**config.mk**
```make
export PLATFORM = sky130hd
export DESIGN_NAME = capture_sync_out
export DESIGN_NICKNAME = d
export VERILOG_FILES = /design/src/verilog/capture_pkg.sv /design/src/verilog/capture_sync_out.sv
export SDC_FILE = /design/constraint.sdc
export NUM_CORES = 1
export LEC_CHECK = 0
export ABC_AREA = 1
export BUFFER_PORTS_ARGS = -buffer_cell sky130_fd_sc_hd__buf_2
export CORE_UTILIZATION = 51
export CTS_CLUSTER_DIAMETER = 100
export DETAILED_ROUTE_END_ITERATION = 10
export PLACE_DENSITY = 0.76
export RECOVER_POWER = 100
export SYNTH_ARGS = -nofsm -noshare
export SYNTH_HDL_FRONTEND = slang
export SYNTH_SLANG_ARGS = --single-unit
```
**constraint.sdc**
```tcl
create_clock -name CORE_CLK_IN -period 1.8 [get_ports CORE_CLK_IN]
set_clock_uncertainty 0.2 [all_clocks]
set_input_delay 0.18 -clock CORE_CLK_IN [delete_from_list [all_inputs] [get_ports CORE_CLK_IN]]
set_output_delay 0.18 -clock CORE_CLK_IN [all_outputs]
set_load 0.03 [all_outputs]
```
**src/verilog/capture_pkg.sv**
```systemverilog
// Purpose : shared constants, register map and carriers for the capture sync and pixel output block
// Assumes : AXI4-Lite register access, 50 MHz core clock
// Notes   : Function
package capture_pkg;
   localparam int          DATA_W        = 8;
   localparam int          AXI_AW        = 8;
   localparam logic [7:0]  ADDR_CTRL     = 8'h00;
   localparam logic [7:0]  ADDR_CLAMP    = 8'h04;
   localparam logic [7:0]  ADDR_SYNCOUT  = 8'h08;
   localparam logic [7:0]  ADDR_STATUS   = 8'h0c;
   // control register field positions
   localparam int          B_HS_POL      = 7;
   localparam int          B_EXT_CLAMP   = 0;
   localparam int          B_CLAMP_POL   = 1;
   localparam int          B_HOLD_POL    = 2;
   localparam int          B_EXT_CLK     = 3;
   localparam int          B_DUAL        = 4;
   localparam int          B_PAR         = 5;
   localparam int          B_OUT_POL     = 6;
   localparam int          B_SLICE_SEL   = 8;
   localparam logic [31:0] CTRL_RESET    = 32'h0000_0004;
   localparam logic [7:0]  CLAMP_DLY_RST = 8'h04;
   localparam logic [7:0]  CLAMP_DUR_RST = 8'h04;
   localparam logic [7:0]  SYNC_WID_RST  = 8'h08;
   localparam logic [1:0]  RESP_OKAY     = 2'b00;
   localparam logic [1:0]  RESP_SLVERR   = 2'b10;

   typedef struct packed {
      logic [DATA_W-1:0] red;
      logic [DATA_W-1:0] green;
      logic [DATA_W-1:0] blue;
   } pixel_s;

   typedef struct packed {
      pixel_s port_a;
      pixel_s port_b;
   } pixel_out_s;
endpackage : capture_pkg

```
**src/verilog/capture_sync_out.sv**
```systemverilog
// Purpose : capture-side sync handling, clamp timing and pixel output formatting
// Assumes : pixel clock and sync inputs are sampled by CORE_CLK_IN through 3-stage synchronisers
// Notes   : pixel, sync and data clock outputs change five core cycles after the pixel clock input edge
//
// Implementation choices: the address map and the AXI4-Lite slave port.
`timescale 1ns/1ps
module capture_sync_out
   import capture_pkg::*;
(
   input  wire logic                CORE_CLK_IN,
   input  wire logic                RST_B_IN,
   // axi4-lite slave
   input  wire logic [AXI_AW-1:0]   S_AXI_AWADDR_IN,
   input  wire logic                S_AXI_AWVALID_IN,
   output logic                     S_AXI_AWREADY_OUT,
   input  wire logic [31:0]         S_AXI_WDATA_IN,
   input  wire logic [3:0]          S_AXI_WSTRB_IN,
   input  wire logic                S_AXI_WVALID_IN,
   output logic                     S_AXI_WREADY_OUT,
   output logic [1:0]               S_AXI_BRESP_OUT,
   output logic                     S_AXI_BVALID_OUT,
   input  wire logic                S_AXI_BREADY_IN,
   input  wire logic [AXI_AW-1:0]   S_AXI_ARADDR_IN,
   input  wire logic                S_AXI_ARVALID_IN,
   output logic                     S_AXI_ARREADY_OUT,
   output logic [31:0]              S_AXI_RDATA_OUT,
   output logic [1:0]               S_AXI_RRESP_OUT,
   output logic                     S_AXI_RVALID_OUT,
   input  wire logic                S_AXI_RREADY_IN,
   // capture side
   input  wire logic                LINE_SYNC_IN,
   input  wire logic                CLAMP_IN,
   input  wire logic                CLOCK_HOLD_IN,
   input  wire logic                GEN_PIXEL_CLOCK_IN,
   input  wire logic                EXTERNAL_PIXEL_CLOCK_IN,
   input  wire logic                SAMPLE_CLOCK_INVERT_IN,
   input  wire logic                GREEN_SYNC_IN,
   input  wire logic                ACTIVITY_DETECT_IN,
   input  wire capture_pkg::pixel_s SAMPLE_IN,
   output logic                     CLAMP_ACTIVE_OUT,
   output logic                     CLOCK_HOLD_OUT,
   output capture_pkg::pixel_out_s  PIXEL_OUT,
   output logic                     PORT_A_OE_B_OUT,
   output logic                     PORT_B_OE_B_OUT,
   output logic                     OUTPUT_DATA_CLOCK_OUT,
   output logic                     OUTPUT_DATA_CLOCK_B_OUT,
   output logic                     LINE_SYNC_OUT,
   output logic                     GREEN_SYNC_SLICER_OUT,
   output logic                     ACTIVITY_DETECT_OUT
);
   import capture_pkg::*;

   // ---------------------------------------------------------------
   // register file
   // ---------------------------------------------------------------
   logic [31:0] ctrl_r;
   logic [7:0]  clamp_dly_r, clamp_dur_r, sync_wid_r;
   logic        aw_hold_r, w_hold_r;
   logic [AXI_AW-1:0] aw_addr_r;
   logic [31:0] w_data_r;
   logic [3:0]  w_strb_r;
   logic        bvalid_r, rvalid_r;
   logic [1:0]  bresp_r, rresp_r;
   logic [31:0] rdata_r;

   // control fields
   wire hs_pol      = ctrl_r[B_HS_POL];
   wire ext_clamp   = ctrl_r[B_EXT_CLAMP];
   wire clamp_pol   = ctrl_r[B_CLAMP_POL];
   wire hold_pol    = ctrl_r[B_HOLD_POL];
   wire ext_clk     = ctrl_r[B_EXT_CLK];
   wire dual_port   = ctrl_r[B_DUAL];
   wire par_sel     = ctrl_r[B_PAR];
   wire out_pol     = ctrl_r[B_OUT_POL];
   wire slice_sel   = ctrl_r[B_SLICE_SEL];

   // write happens once both address and data are held
   wire do_write = aw_hold_r && w_hold_r && !bvalid_r;
   wire wr_ctrl  = do_write && (aw_addr_r[7:2] == ADDR_CTRL[7:2]);
   wire wr_clamp = do_write && (aw_addr_r[7:2] == ADDR_CLAMP[7:2]);
   wire wr_sync  = do_write && (aw_addr_r[7:2] == ADDR_SYNCOUT[7:2]);
   wire wr_stat  = do_write && (aw_addr_r[7:2] == ADDR_STATUS[7:2]);
   wire wr_hit   = wr_ctrl || wr_clamp || wr_sync || wr_stat;

   assign S_AXI_AWREADY_OUT = !aw_hold_r;
   assign S_AXI_WREADY_OUT  = !w_hold_r;
   assign S_AXI_BVALID_OUT  = bvalid_r;
   assign S_AXI_BRESP_OUT   = bresp_r;
   assign S_AXI_ARREADY_OUT = !rvalid_r;
   assign S_AXI_RVALID_OUT  = rvalid_r;
   assign S_AXI_RDATA_OUT   = rdata_r;
   assign S_AXI_RRESP_OUT   = rresp_r;

   // byte-lane merge
   function automatic logic [31:0] merge(input logic [31:0] old, input logic [31:0] nw, input logic [3:0] st);
      logic [31:0] res;
      res = old;
      for (int i = 0; i < 4; i++)
      begin
         if (st[i])
            res[i*8 +: 8] = nw[i*8 +: 8];
      end
      return res;
   endfunction : merge

   logic [31:0] clamp_word, sync_word, stat_word, ctrl_merged, clamp_merged, sync_merged;
   logic        hold_act, line_sync_act;
   assign clamp_word   = {16'h0000, clamp_dur_r, clamp_dly_r};
   assign sync_word    = {24'h000000, sync_wid_r};
   assign ctrl_merged  = merge(ctrl_r, w_data_r, w_strb_r);
   assign clamp_merged = merge(clamp_word, w_data_r, w_strb_r);
   assign sync_merged  = merge(sync_word, w_data_r, w_strb_r);

   // write channel capture and register update
   always_ff @(posedge CORE_CLK_IN or negedge RST_B_IN)
   begin
      if (!RST_B_IN)
      begin
         aw_hold_r   <= 1'b0;
         w_hold_r    <= 1'b0;
         aw_addr_r   <= '0;
         w_data_r    <= '0;
         w_strb_r    <= '0;
         bvalid_r    <= 1'b0;
         bresp_r     <= RESP_OKAY;
         ctrl_r      <= CTRL_RESET;
         clamp_dly_r <= CLAMP_DLY_RST;
         clamp_dur_r <= CLAMP_DUR_RST;
         sync_wid_r  <= SYNC_WID_RST;
      end
      else
      begin
         if (S_AXI_AWVALID_IN && !aw_hold_r)
         begin
            aw_hold_r <= 1'b1;
            aw_addr_r <= S_AXI_AWADDR_IN;
         end
         if (S_AXI_WVALID_IN && !w_hold_r)
         begin
            w_hold_r <= 1'b1;
            w_data_r <= S_AXI_WDATA_IN;
            w_strb_r <= S_AXI_WSTRB_IN;
         end
         if (do_write)
         begin
            bvalid_r <= 1'b1;
            bresp_r  <= wr_hit ? RESP_OKAY : RESP_SLVERR;
         end
         if (bvalid_r && S_AXI_BREADY_IN)
         begin
            bvalid_r  <= 1'b0;
            aw_hold_r <= 1'b0;
            w_hold_r  <= 1'b0;
         end
         if (wr_ctrl)
            ctrl_r <= ctrl_merged;
         if (wr_clamp)
         begin
            clamp_dly_r <= clamp_merged[7:0];
            clamp_dur_r <= clamp_merged[15:8];
         end
         if (wr_sync)
            sync_wid_r <= sync_merged[7:0];
      end
   end

   // read path with address decode
   logic [31:0] rd_mux;
   logic        rd_hit;
   always_comb
   begin
      rd_mux = 32'h0000_0000;
      rd_hit = 1'b1;
      if (S_AXI_ARADDR_IN[7:2] == ADDR_CTRL[7:2])
         rd_mux = ctrl_r;
      else if (S_AXI_ARADDR_IN[7:2] == ADDR_CLAMP[7:2])
         rd_mux = clamp_word;
      else if (S_AXI_ARADDR_IN[7:2] == ADDR_SYNCOUT[7:2])
         rd_mux = sync_word;
      else if (S_AXI_ARADDR_IN[7:2] == ADDR_STATUS[7:2])
         rd_mux = stat_word;
      else
         rd_hit = 1'b0;
   end

   always_ff @(posedge CORE_CLK_IN or negedge RST_B_IN)
   begin
      if (!RST_B_IN)
      begin
         rvalid_r <= 1'b0;
         rdata_r  <= '0;
         rresp_r  <= RESP_OKAY;
      end
      else if (S_AXI_ARVALID_IN && !rvalid_r)
      begin
         rvalid_r <= 1'b1;
         rdata_r  <= rd_mux;
         rresp_r  <= rd_hit ? RESP_OKAY : RESP_SLVERR;
      end
      else if (rvalid_r && S_AXI_RREADY_IN)
         rvalid_r <= 1'b0;
   end

   // ---------------------------------------------------------------
   // input synchronisers (three stages, second and third must agree)
   // ---------------------------------------------------------------
   localparam int NSYNC = 8;
   logic [NSYNC-1:0] raw_in, s1_r, s2_r, s3_r, clean_r;
   assign raw_in = {ACTIVITY_DETECT_IN, GREEN_SYNC_IN, SAMPLE_CLOCK_INVERT_IN, EXTERNAL_PIXEL_CLOCK_IN,
                    GEN_PIXEL_CLOCK_IN, CLOCK_HOLD_IN, CLAMP_IN, LINE_SYNC_IN};

   genvar g;
   generate
      for (g = 0; g < NSYNC; g++)
      begin : g_sync
         always_ff @(posedge CORE_CLK_IN or negedge RST_B_IN)
         begin
            if (!RST_B_IN)
            begin
               s1_r[g]    <= 1'b0;
               s2_r[g]    <= 1'b0;
               s3_r[g]    <= 1'b0;
               clean_r[g] <= 1'b0;
            end
            else
            begin
               s1_r[g] <= raw_in[g];
               s2_r[g] <= s1_r[g];
               s3_r[g] <= s2_r[g];
               if (s2_r[g] == s3_r[g])
                  clean_r[g] <= s3_r[g];
            end
         end
      end
   endgenerate

   wire hs_c     = clean_r[0];
   wire clamp_c  = clean_r[1];
   wire hold_c   = clean_r[2];
   wire gclk_c   = clean_r[3];
   wire eclk_c   = clean_r[4];
   wire inv_c    = clean_r[5];
   wire sog_c    = clean_r[6];
   wire act_c    = clean_r[7];

   // ---------------------------------------------------------------
   // sync edges, clamp, hold
   // ---------------------------------------------------------------
   logic hs_d_r, pclk_d_r;
   wire  hs_act    = hs_c ^ ~hs_pol;             // high while sync active
   wire  hs_act_d  = hs_d_r ^ ~hs_pol;
   wire  hs_lead   = hs_act && !hs_act_d;         // leading edge only
   wire  hs_trail  = !hs_act && hs_act_d;        // used only for clamp timing
   assign line_sync_act = hs_act;

   // hold level and clock source
   assign hold_act = hold_c ^ ~hold_pol;
   assign CLOCK_HOLD_OUT = hold_act;             // stops generator tracking
   wire  pclk_src  = ext_clk ? eclk_c : gclk_c;
   wire  pclk      = pclk_src ^ inv_c;
   wire  pclk_rise = pclk && !pclk_d_r;

   typedef enum logic [1:0] {CL_IDLE, CL_DELAY, CL_ON} clamp_e;
   clamp_e clamp_st_r;
   logic [7:0] clamp_cnt_r;
   logic       clamp_out_r;

   // internal clamp window counted in pixel clocks from trailing sync edge
   always_ff @(posedge CORE_CLK_IN or negedge RST_B_IN)
   begin
      if (!RST_B_IN)
      begin
         hs_d_r      <= 1'b0;
         pclk_d_r    <= 1'b0;
         clamp_st_r  <= CL_IDLE;
         clamp_cnt_r <= '0;
         clamp_out_r <= 1'b0;
      end
      else
      begin
         hs_d_r   <= hs_c;
         pclk_d_r <= pclk;
         case (clamp_st_r)
            CL_DELAY:
               if (pclk_rise)
               begin
                  if (clamp_cnt_r == 8'h00)
                  begin
                     clamp_st_r  <= CL_ON;
                     clamp_cnt_r <= clamp_dur_r;
                  end
                  else
                     clamp_cnt_r <= clamp_cnt_r - 8'h01;
               end
            CL_ON:
               if (pclk_rise)
               begin
                  if (clamp_cnt_r == 8'h00)
                     clamp_st_r <= CL_IDLE;
                  else
                     clamp_cnt_r <= clamp_cnt_r - 8'h01;
               end
            default:
               clamp_st_r <= CL_IDLE;
         endcase
         if (hs_trail)                              // each trailing edge restarts
         begin
            clamp_st_r  <= CL_DELAY;
            clamp_cnt_r <= clamp_dly_r;
         end
         clamp_out_r <= ext_clamp ? (clamp_c ^ ~clamp_pol)
                                  : (clamp_st_r == CL_ON);
      end
   end
   assign CLAMP_ACTIVE_OUT = clamp_out_r;

   // ---------------------------------------------------------------
   // pixel output formatting
   // ---------------------------------------------------------------
   pixel_out_s pix_r;
   pixel_s     hold_a_r;
   logic       phase_b_r, dclk_r, lsync_r, slice_r, act_r, pend_r;
   logic [7:0] wid_cnt_r;
   wire        new_line = hs_lead || pend_r;   // lead kept until next pixel

   // pixel, sync and data clock outputs update on the same pixel edge; slicer and activity follow every core cycle
   always_ff @(posedge CORE_CLK_IN or negedge RST_B_IN)
   begin
      if (!RST_B_IN)
      begin
         pix_r     <= '0;
         hold_a_r  <= '0;
         phase_b_r <= 1'b0;
         dclk_r    <= 1'b0;
         lsync_r   <= 1'b0;
         wid_cnt_r <= '0;
         slice_r   <= 1'b0;
         act_r     <= 1'b0;
         pend_r    <= 1'b0;
      end
      else
      begin
         act_r   <= act_c;
         slice_r <= slice_sel ? hs_c : sog_c;
         pend_r  <= new_line && !pclk_rise;
         if (!dual_port)
            dclk_r <= pclk;                                    // pixel rate
         if (pclk_rise)
         begin
            if (new_line)
               wid_cnt_r <= sync_wid_r;
            else if (wid_cnt_r != 8'h00)
               wid_cnt_r <= wid_cnt_r - 8'h01;
            lsync_r <= ((wid_cnt_r != 8'h00) || new_line) ^ out_pol;
            if (!dual_port)
            begin
               pix_r.port_a <= SAMPLE_IN;
               phase_b_r    <= 1'b0;
            end
            else
            begin
               dclk_r <= ~dclk_r;                                // half rate
               if (new_line || !phase_b_r)
               begin
                  phase_b_r <= 1'b1;
                  hold_a_r  <= SAMPLE_IN;
                  if (!par_sel)
                     pix_r.port_a <= SAMPLE_IN;
               end
               else
               begin
                  phase_b_r <= 1'b0;
                  pix_r.port_b <= SAMPLE_IN;
                  if (par_sel)
                     pix_r.port_a <= hold_a_r;
               end
            end
         end
      end
   end

   assign PIXEL_OUT               = pix_r;
   assign OUTPUT_DATA_CLOCK_OUT   = dclk_r;
   assign OUTPUT_DATA_CLOCK_B_OUT = ~dclk_r;
   assign LINE_SYNC_OUT           = lsync_r;
   assign GREEN_SYNC_SLICER_OUT   = slice_r;
   assign ACTIVITY_DETECT_OUT     = act_r;
   assign PORT_A_OE_B_OUT         = !act_r;
   assign PORT_B_OE_B_OUT         = !(act_r && dual_port);
   assign stat_word = {24'h000000, act_r, hold_act, clamp_out_r, phase_b_r, dclk_r, lsync_r, line_sync_act, hs_c};
endmodule : capture_sync_out

```
# Word level (Yosys, flattened, before mapping)

Index checks and enable logic that the tools add are counted.
Widths: inputs -> output; s select.

Reductions and logical operators: 56
Bitwise gates (word level): 11
Muxes and demuxes: 44
Eq/ne operators: 23
Add/sub/neg operators: 2

Operators with widths:

| operator            | count |
|---|---|
| $mux 24             | 4 |
| $mux 8              | 9 |
| $mux 32             | 1 |
| $eq 6x2->1 const B  | 4 |
| $mux 1              | 20 |
| $ne 3x3->1 const B  | 6 |
| $logic_and 1x1->1   | 16 |
| $mux 16             | 1 |
| $pmux 8 s2          | 1 |
| $reduce_and 2->1    | 8 |
| $sub 8x1->8 const B | 2 |
| $mux 2              | 7 |
| $eq 6x1->1 const B  | 2 |
| $logic_not 6->1     | 2 |
| $logic_not 1->1     | 11 |
| $reduce_bool 2->1   | 5 |
| $reduce_and 3->1    | 3 |
| $eq 1x1->1          | 8 |
| $logic_not 8->1     | 1 |
| $reduce_and 4->1    | 2 |
| $reduce_bool 8->1   | 1 |
| $logic_or 1x1->1    | 6 |
| $xor 1x1->1         | 6 |
| $not 1->1           | 5 |
| 5 further kinds     | 5 |

Output and inout port bits: 98
Input port bits: 91
Word-level logic and storage cells: 206
Register bits after elaboration: 271

# Depth between registers and ports, before layout

Depth in word-level cells: 8
Mapped depth: 12
Mapped depth without buffers: 11

# Worst setup path before layout

No wires, ideal clock.

Kind: register to register
Start: register rvalid_r (netlist: S_AXI_RVALID_OUT)
End: register rdata_r[26] (netlist: S_AXI_RDATA_OUT[26])
Library setup time: 83 ps
Arrival: 1575 ps
Data required time: 1517 ps
Buffers on the path: 1
Clock period less this slack: 1857 ps
Stages on the path, launching flop included: 7
Path slack: -57 ps
Cells stage by stage: dfrtp_1 -> inv_1 -> nand2_1 -> inv_1 -> clkbuf_1 -> nand2_1 -> o21ai_0

Longest elaborated chain between the ends: 2

RTL lines:

| element                | line                    | text |
|---|---|---|
| start, declared        | capture_sync_out.sv:62  | `logic bvalid_r, rvalid_r;` |
| start signal, assigned | capture_sync_out.sv:190 | `rvalid_r <= 1'b0;` |
| start signal, assigned | capture_sync_out.sv:196 | `rvalid_r <= 1'b1;` |
| start signal, assigned | capture_sync_out.sv:201 | `rvalid_r <= 1'b0;` |
| $logic_not 1->1        | n/a                     |  |
| via S_AXI_ARREADY_OUT  | capture_sync_out.sv:25  | `output logic S_AXI_ARREADY_OUT,` |
| $logic_and 1x1->1      | capture_sync_out.sv:194 | `else if (S_AXI_ARVALID_IN && !rvalid_r)` |
| end signal, assigned   | capture_sync_out.sv:197 | `rdata_r <= rd_mux;` |
| end, declared          | capture_sync_out.sv:64  | `logic [31:0] rdata_r;` |

The timed path passes the listed nets, and every way through them passes these cells.
A chain may end at the register's enable or synchronous reset.

# Worst setup path after layout

Start: register ctrl_r[7]
End: register pix_r, in the netlist PIXEL_OUT[2]

Longest elaborated chain between the ends: 8
Elaborated cells on any way between the ends: 9
Classes of those cells: bitwise (4); reduce/logical (5)

RTL lines:

| element                             | line                                             | text |
|---|---|---|
| start, declared                     | capture_sync_out.sv:56                           | `logic [31:0] ctrl_r;` |
| start signal, assigned              | capture_sync_out.sv:156                          | `ctrl_r <= ctrl_merged;` |
| $not 1->1 *                         | capture_sync_out.sv:250, capture_sync_out.sv:251 |  |
| $xor 1x1->1                         | capture_sync_out.sv:251                          | `wire hs_act_d = hs_d_r ^ ~hs_pol;` |
| $logic_not 1->1                     | capture_sync_out.sv:252                          | `wire hs_lead = hs_act && !hs_act_d;` |
| $logic_and 1x1->1 *                 | capture_sync_out.sv:252                          |  |
| $logic_or 1x1->1 *                  | capture_sync_out.sv:324                          | `wire new_line = hs_lead \|\| pend_r;` |
| $logic_or 1x1->1 *                  | capture_sync_out.sv:363                          | `if (new_line \|\| !phase_b_r)` |
| $not 1->1 (no source line) *        | n/a                                              |  |
| $reduce_and 3->1 (no source line) * | n/a                                              |  |
| end, declared                       | capture_sync_out.sv:320                          | `pixel_out_s pix_r;` |

Mark *: on every way between the ends. The rest lies on a longest branch, timed or not.

==> out/qor.txt <==
met1 Usage GRT -> 34.5%
R2R Path End -> PIXEL_OUT[2]
Wirelength per Cell -> 16.8 µm
Overflow after GRT -> 0
Fin. Hold Viols -> 0
Max IR drop VDD -> 0.954 mV
Synth-to-Final Area Change -> 35.0%
Worst setup SP type -> register
ANT nets after route -> 0
setup TNS -> -0.399 ns
initial core utilization -> 52.7%
failing checks -> negative setup slack
Slew Limit Fails -> 0
root buffer selected by CTS -> clkbuf_16
status -> finished, violations left
Max-Cap Viols -> 0
height of the die -> 150 µm
met3 GRT Util -> 4.82%
Site Rows -> 53
number of global-route vias before repair -> 9796
clk buf depth -> 3
Worst EP arrival -> 2.14 ns
die area -> 22600 µm²
cell area after layout -> 15100 µm²
io pins -> 189
final setup vio count -> 22
Max Freq -> 523 MHz
Hold Path Class -> input pin to register
Post-route DRC -> 0
Slowest cell on crit path -> dfrtp_2
CTS H-tree lvls -> 1
critical-path cell list -> inv_2 > nand2_1 > nand2_2 > nand2_4 > nand3_4 > nor2_8 > nand2_8 > clkbuf_16 > o21ai_0
Synth cell types -> 35
Syn Inst Count -> 1270
GPL Wtd Cong -> 0.841
Seq pwr share -> 39.5%
Worst R2R Setup Slack -> -0.11 ns
PortBufs -> 182
Lkg Pwr -> 7.75 nW
Synth Cell Area -> 11200 µm²
Layout Nets -> 1697
via/cell ratio -> 5.33
hold path start -> GEN_PIXEL_CLOCK_IN
Crit Path Class -> register to register
Final WS setup -> -0.110 ns
initial antenna violation count -> 0
commonest non-fill, non-tap cell in the layout -> nand2_1
post-layout util -> 71.1%
First-pass DRT Iterations -> 5
Max FO, Critical Path -> 7
Post-Route WL -> 31.9 mm
RSZ-0062 raised after global routing -> yes
clock network fraction of design power -> 27.8%
Placed Area -> 12800 µm²
Ys Warns -> 0
register area share after synthesis -> 59.6%
initial drt markers -> 596
Final period util -> 106%
WP data required -> 2.03 ns
All-Layer GR Usage -> 27.1%
CTS Sinks -> 267
Placed Cells -> 1738
CP Capture Type -> register
Post-Layout Cell Count -> 1899
commonest cells after routing, fill and taps aside -> 412 x nand2_1, 262 x dfrtp_1, 179 x buf_2, 124 x o21ai_0, 118 x inv_1
post-DP HPWL -> 18.6 mm
fillers -> 1462
switching power -> 8.19 mW
Hold Crit Depth -> 2
Vias -> 10118
WHS Endpoint -> s1_r[3]
Net Sw Frac -> 36.5%
R2R cell count -> 9
synthesized area per cell -> 8.83 µm²
largest net degree at the start of global routing -> 50
minimum clock period -> 1.91 ns
CP max stage delay -> 0.43 ns
CTS buffer count -> 28
global route hottest layer -> met2
met2 Use GR -> 45.4%
layout cells sized above 1 -> 23.3%
Die X -> 150 µm
Combinational Power Share -> 32.6%
PD cells -> 1480 nW/µm²
clock slew at reported path FFs -> 0.06 ns
CTS tree -> yes
global-route wire length before repair -> 48.1 mm
Antenna diodes -> 0
synthesized flop and latch total -> 267
Core Region -> 21300 µm²
Int Power -> 14.2 mW
r2r startpoint -> ctrl_r[7]
clk_lat worst skew -> 0.55 ns
==> cell families (layout without fill, tap and decap cells) <==
logic type	after synthesis	in the layout	share of synthesized area, %
xor gates and xnor gates	8	8	0.625
buffers and inverters	177	530	6.69
DFF	267	267	59.6
AOI/OAI and AO/OA	219	219	9.99
and+or+nand+nor	578	578	21.1
other	1	2	0.0335
muxes	9	9	0.904
adders and majority gates	11	11	1.05
==> routing by layer <==
metal	vias up	share of wire, %	wire, µm
met3	100	7.7	2450
met2	468	49	15600
met5	-	0	0
met4	0	3.9	1240
met1	4868	40	12700
li1	4682	-	-
==> per-stage QoR <==
step / hold slack (ns) / total power [mW] / setup slack [ns]
3_3_place_gp: -0.0948 / 15.1 / 0.00595
5_1_grt: 0.0718 / 23.6 / -0.223
2_1_floorplan: -0.316 / 13.1 / -0.0438
6_report: 0.0683 / 22.4 / -0.110
4_1_cts: 0.0576 / 21.9 / 0.00612
3_5_place_dp: -0.0873 / 15.4 / -0.0794
==> cells in the mapped netlist (all sizes together) <==
cell type | count | share of area (%)
nor3 | 4 | 0.28
o21a | 2 | 0.13
nand2 | 433 | 15
nand3 | 45 | 2.4
buf | 25 | 1.6
dfrtp | 263 | 59
xnor2 | 3 | 0.23
ha | 3 | 0.33
conb | 1 | 0.033
mux2 | 9 | 0.90
inv | 127 | 4.3
or2 | 2 | 0.11
dfstp | 4 | 0.94
nand3b | 1 | 0.067
a31oi | 3 | 0.17
and2 | 1 | 0.056
nor2 | 77 | 2.8
a21oi | 51 | 2.3
maj3 | 8 | 0.71
o21ai | 163 | 7.4
xor2 | 5 | 0.39
clkbuf | 25 | 0.84
nand4 | 15 | 0.84
==> worst max-delay path by stage <==
stage / cells past startpoint / endpoint / slack (ns) / startpoint
CTS: 2 / CLOCK_HOLD_OUT / 0.006 / ctrl_r[2]
finish: 9 / PIXEL_OUT[2] / -0.11 / ctrl_r[7]
floorplan: 7 / ctrl_r[6] / -0.04 / S_AXI_BVALID_OUT
global route: 9 / PIXEL_OUT[2] / -0.22 / ctrl_r[7]
detailed placement: 8 / hold_a_r[20] / -0.08 / ctrl_r[3]
global placement: 10 / PIXEL_OUT[3] / 0.006 / ctrl_r[7]
==> flip-flops by register name, indices dropped and copies added (netlist names), 2 cells and up, named ones only <==
register	flops
clamp_st_r	2
w_data_r	32
s3_r	8
sync_wid_r	8
hold_a_r	24
w_strb_r	4
S_AXI_RDATA_OUT	32
PIXEL_OUT	48
clamp_cnt_r	8
clamp_dur_r	8
wid_cnt_r	8
s2_r	8
s1_r	8
aw_addr_r	6
ctrl_r	32
clamp_dly_r	8
==> critical path: cells and delay by family (launching register included) <==
kind,cells,cell delay (ns)
and+or+nand+nor,6,0.69
buffers and inverters,2,0.24
AOI/OAI and AO/OA,1,0.22
DFF,1,0.43
==> cell type report <==
cell class	instances	area [µm²]	share of cell area (%)
clock inverter	12	204	1.35
inverter	127	482	3.18
clock buffer	39	802	5.30
sequential	267	6690	44.2
tap	275	344	2.27
multi-input combinational	827	3920	25.9
timing repair buffer	352	2700	17.8
==> power by group through the flow <==
stage	registers (mW)	logic (mW)	clock network, mW
2_1_floorplan	9.40	3.69	0
3_3_place_gp	8.78	6.30	0
3_5_place_dp	8.85	6.54	0
4_1_cts	8.78	6.86	6.27
5_1_grt	9.03	8.09	6.52
6_report	8.87	7.32	6.24
==> repair_timing <==
action,CTS,global route
gates resized for setup,10,63
hold buffers,88,0
hold endpoints to repair,403,0
pin swaps,2,5
gates cloned,0,9
setup endpoints to repair,81,153
buffers inserted,5,8
Power figures use the tool's default switching activity.
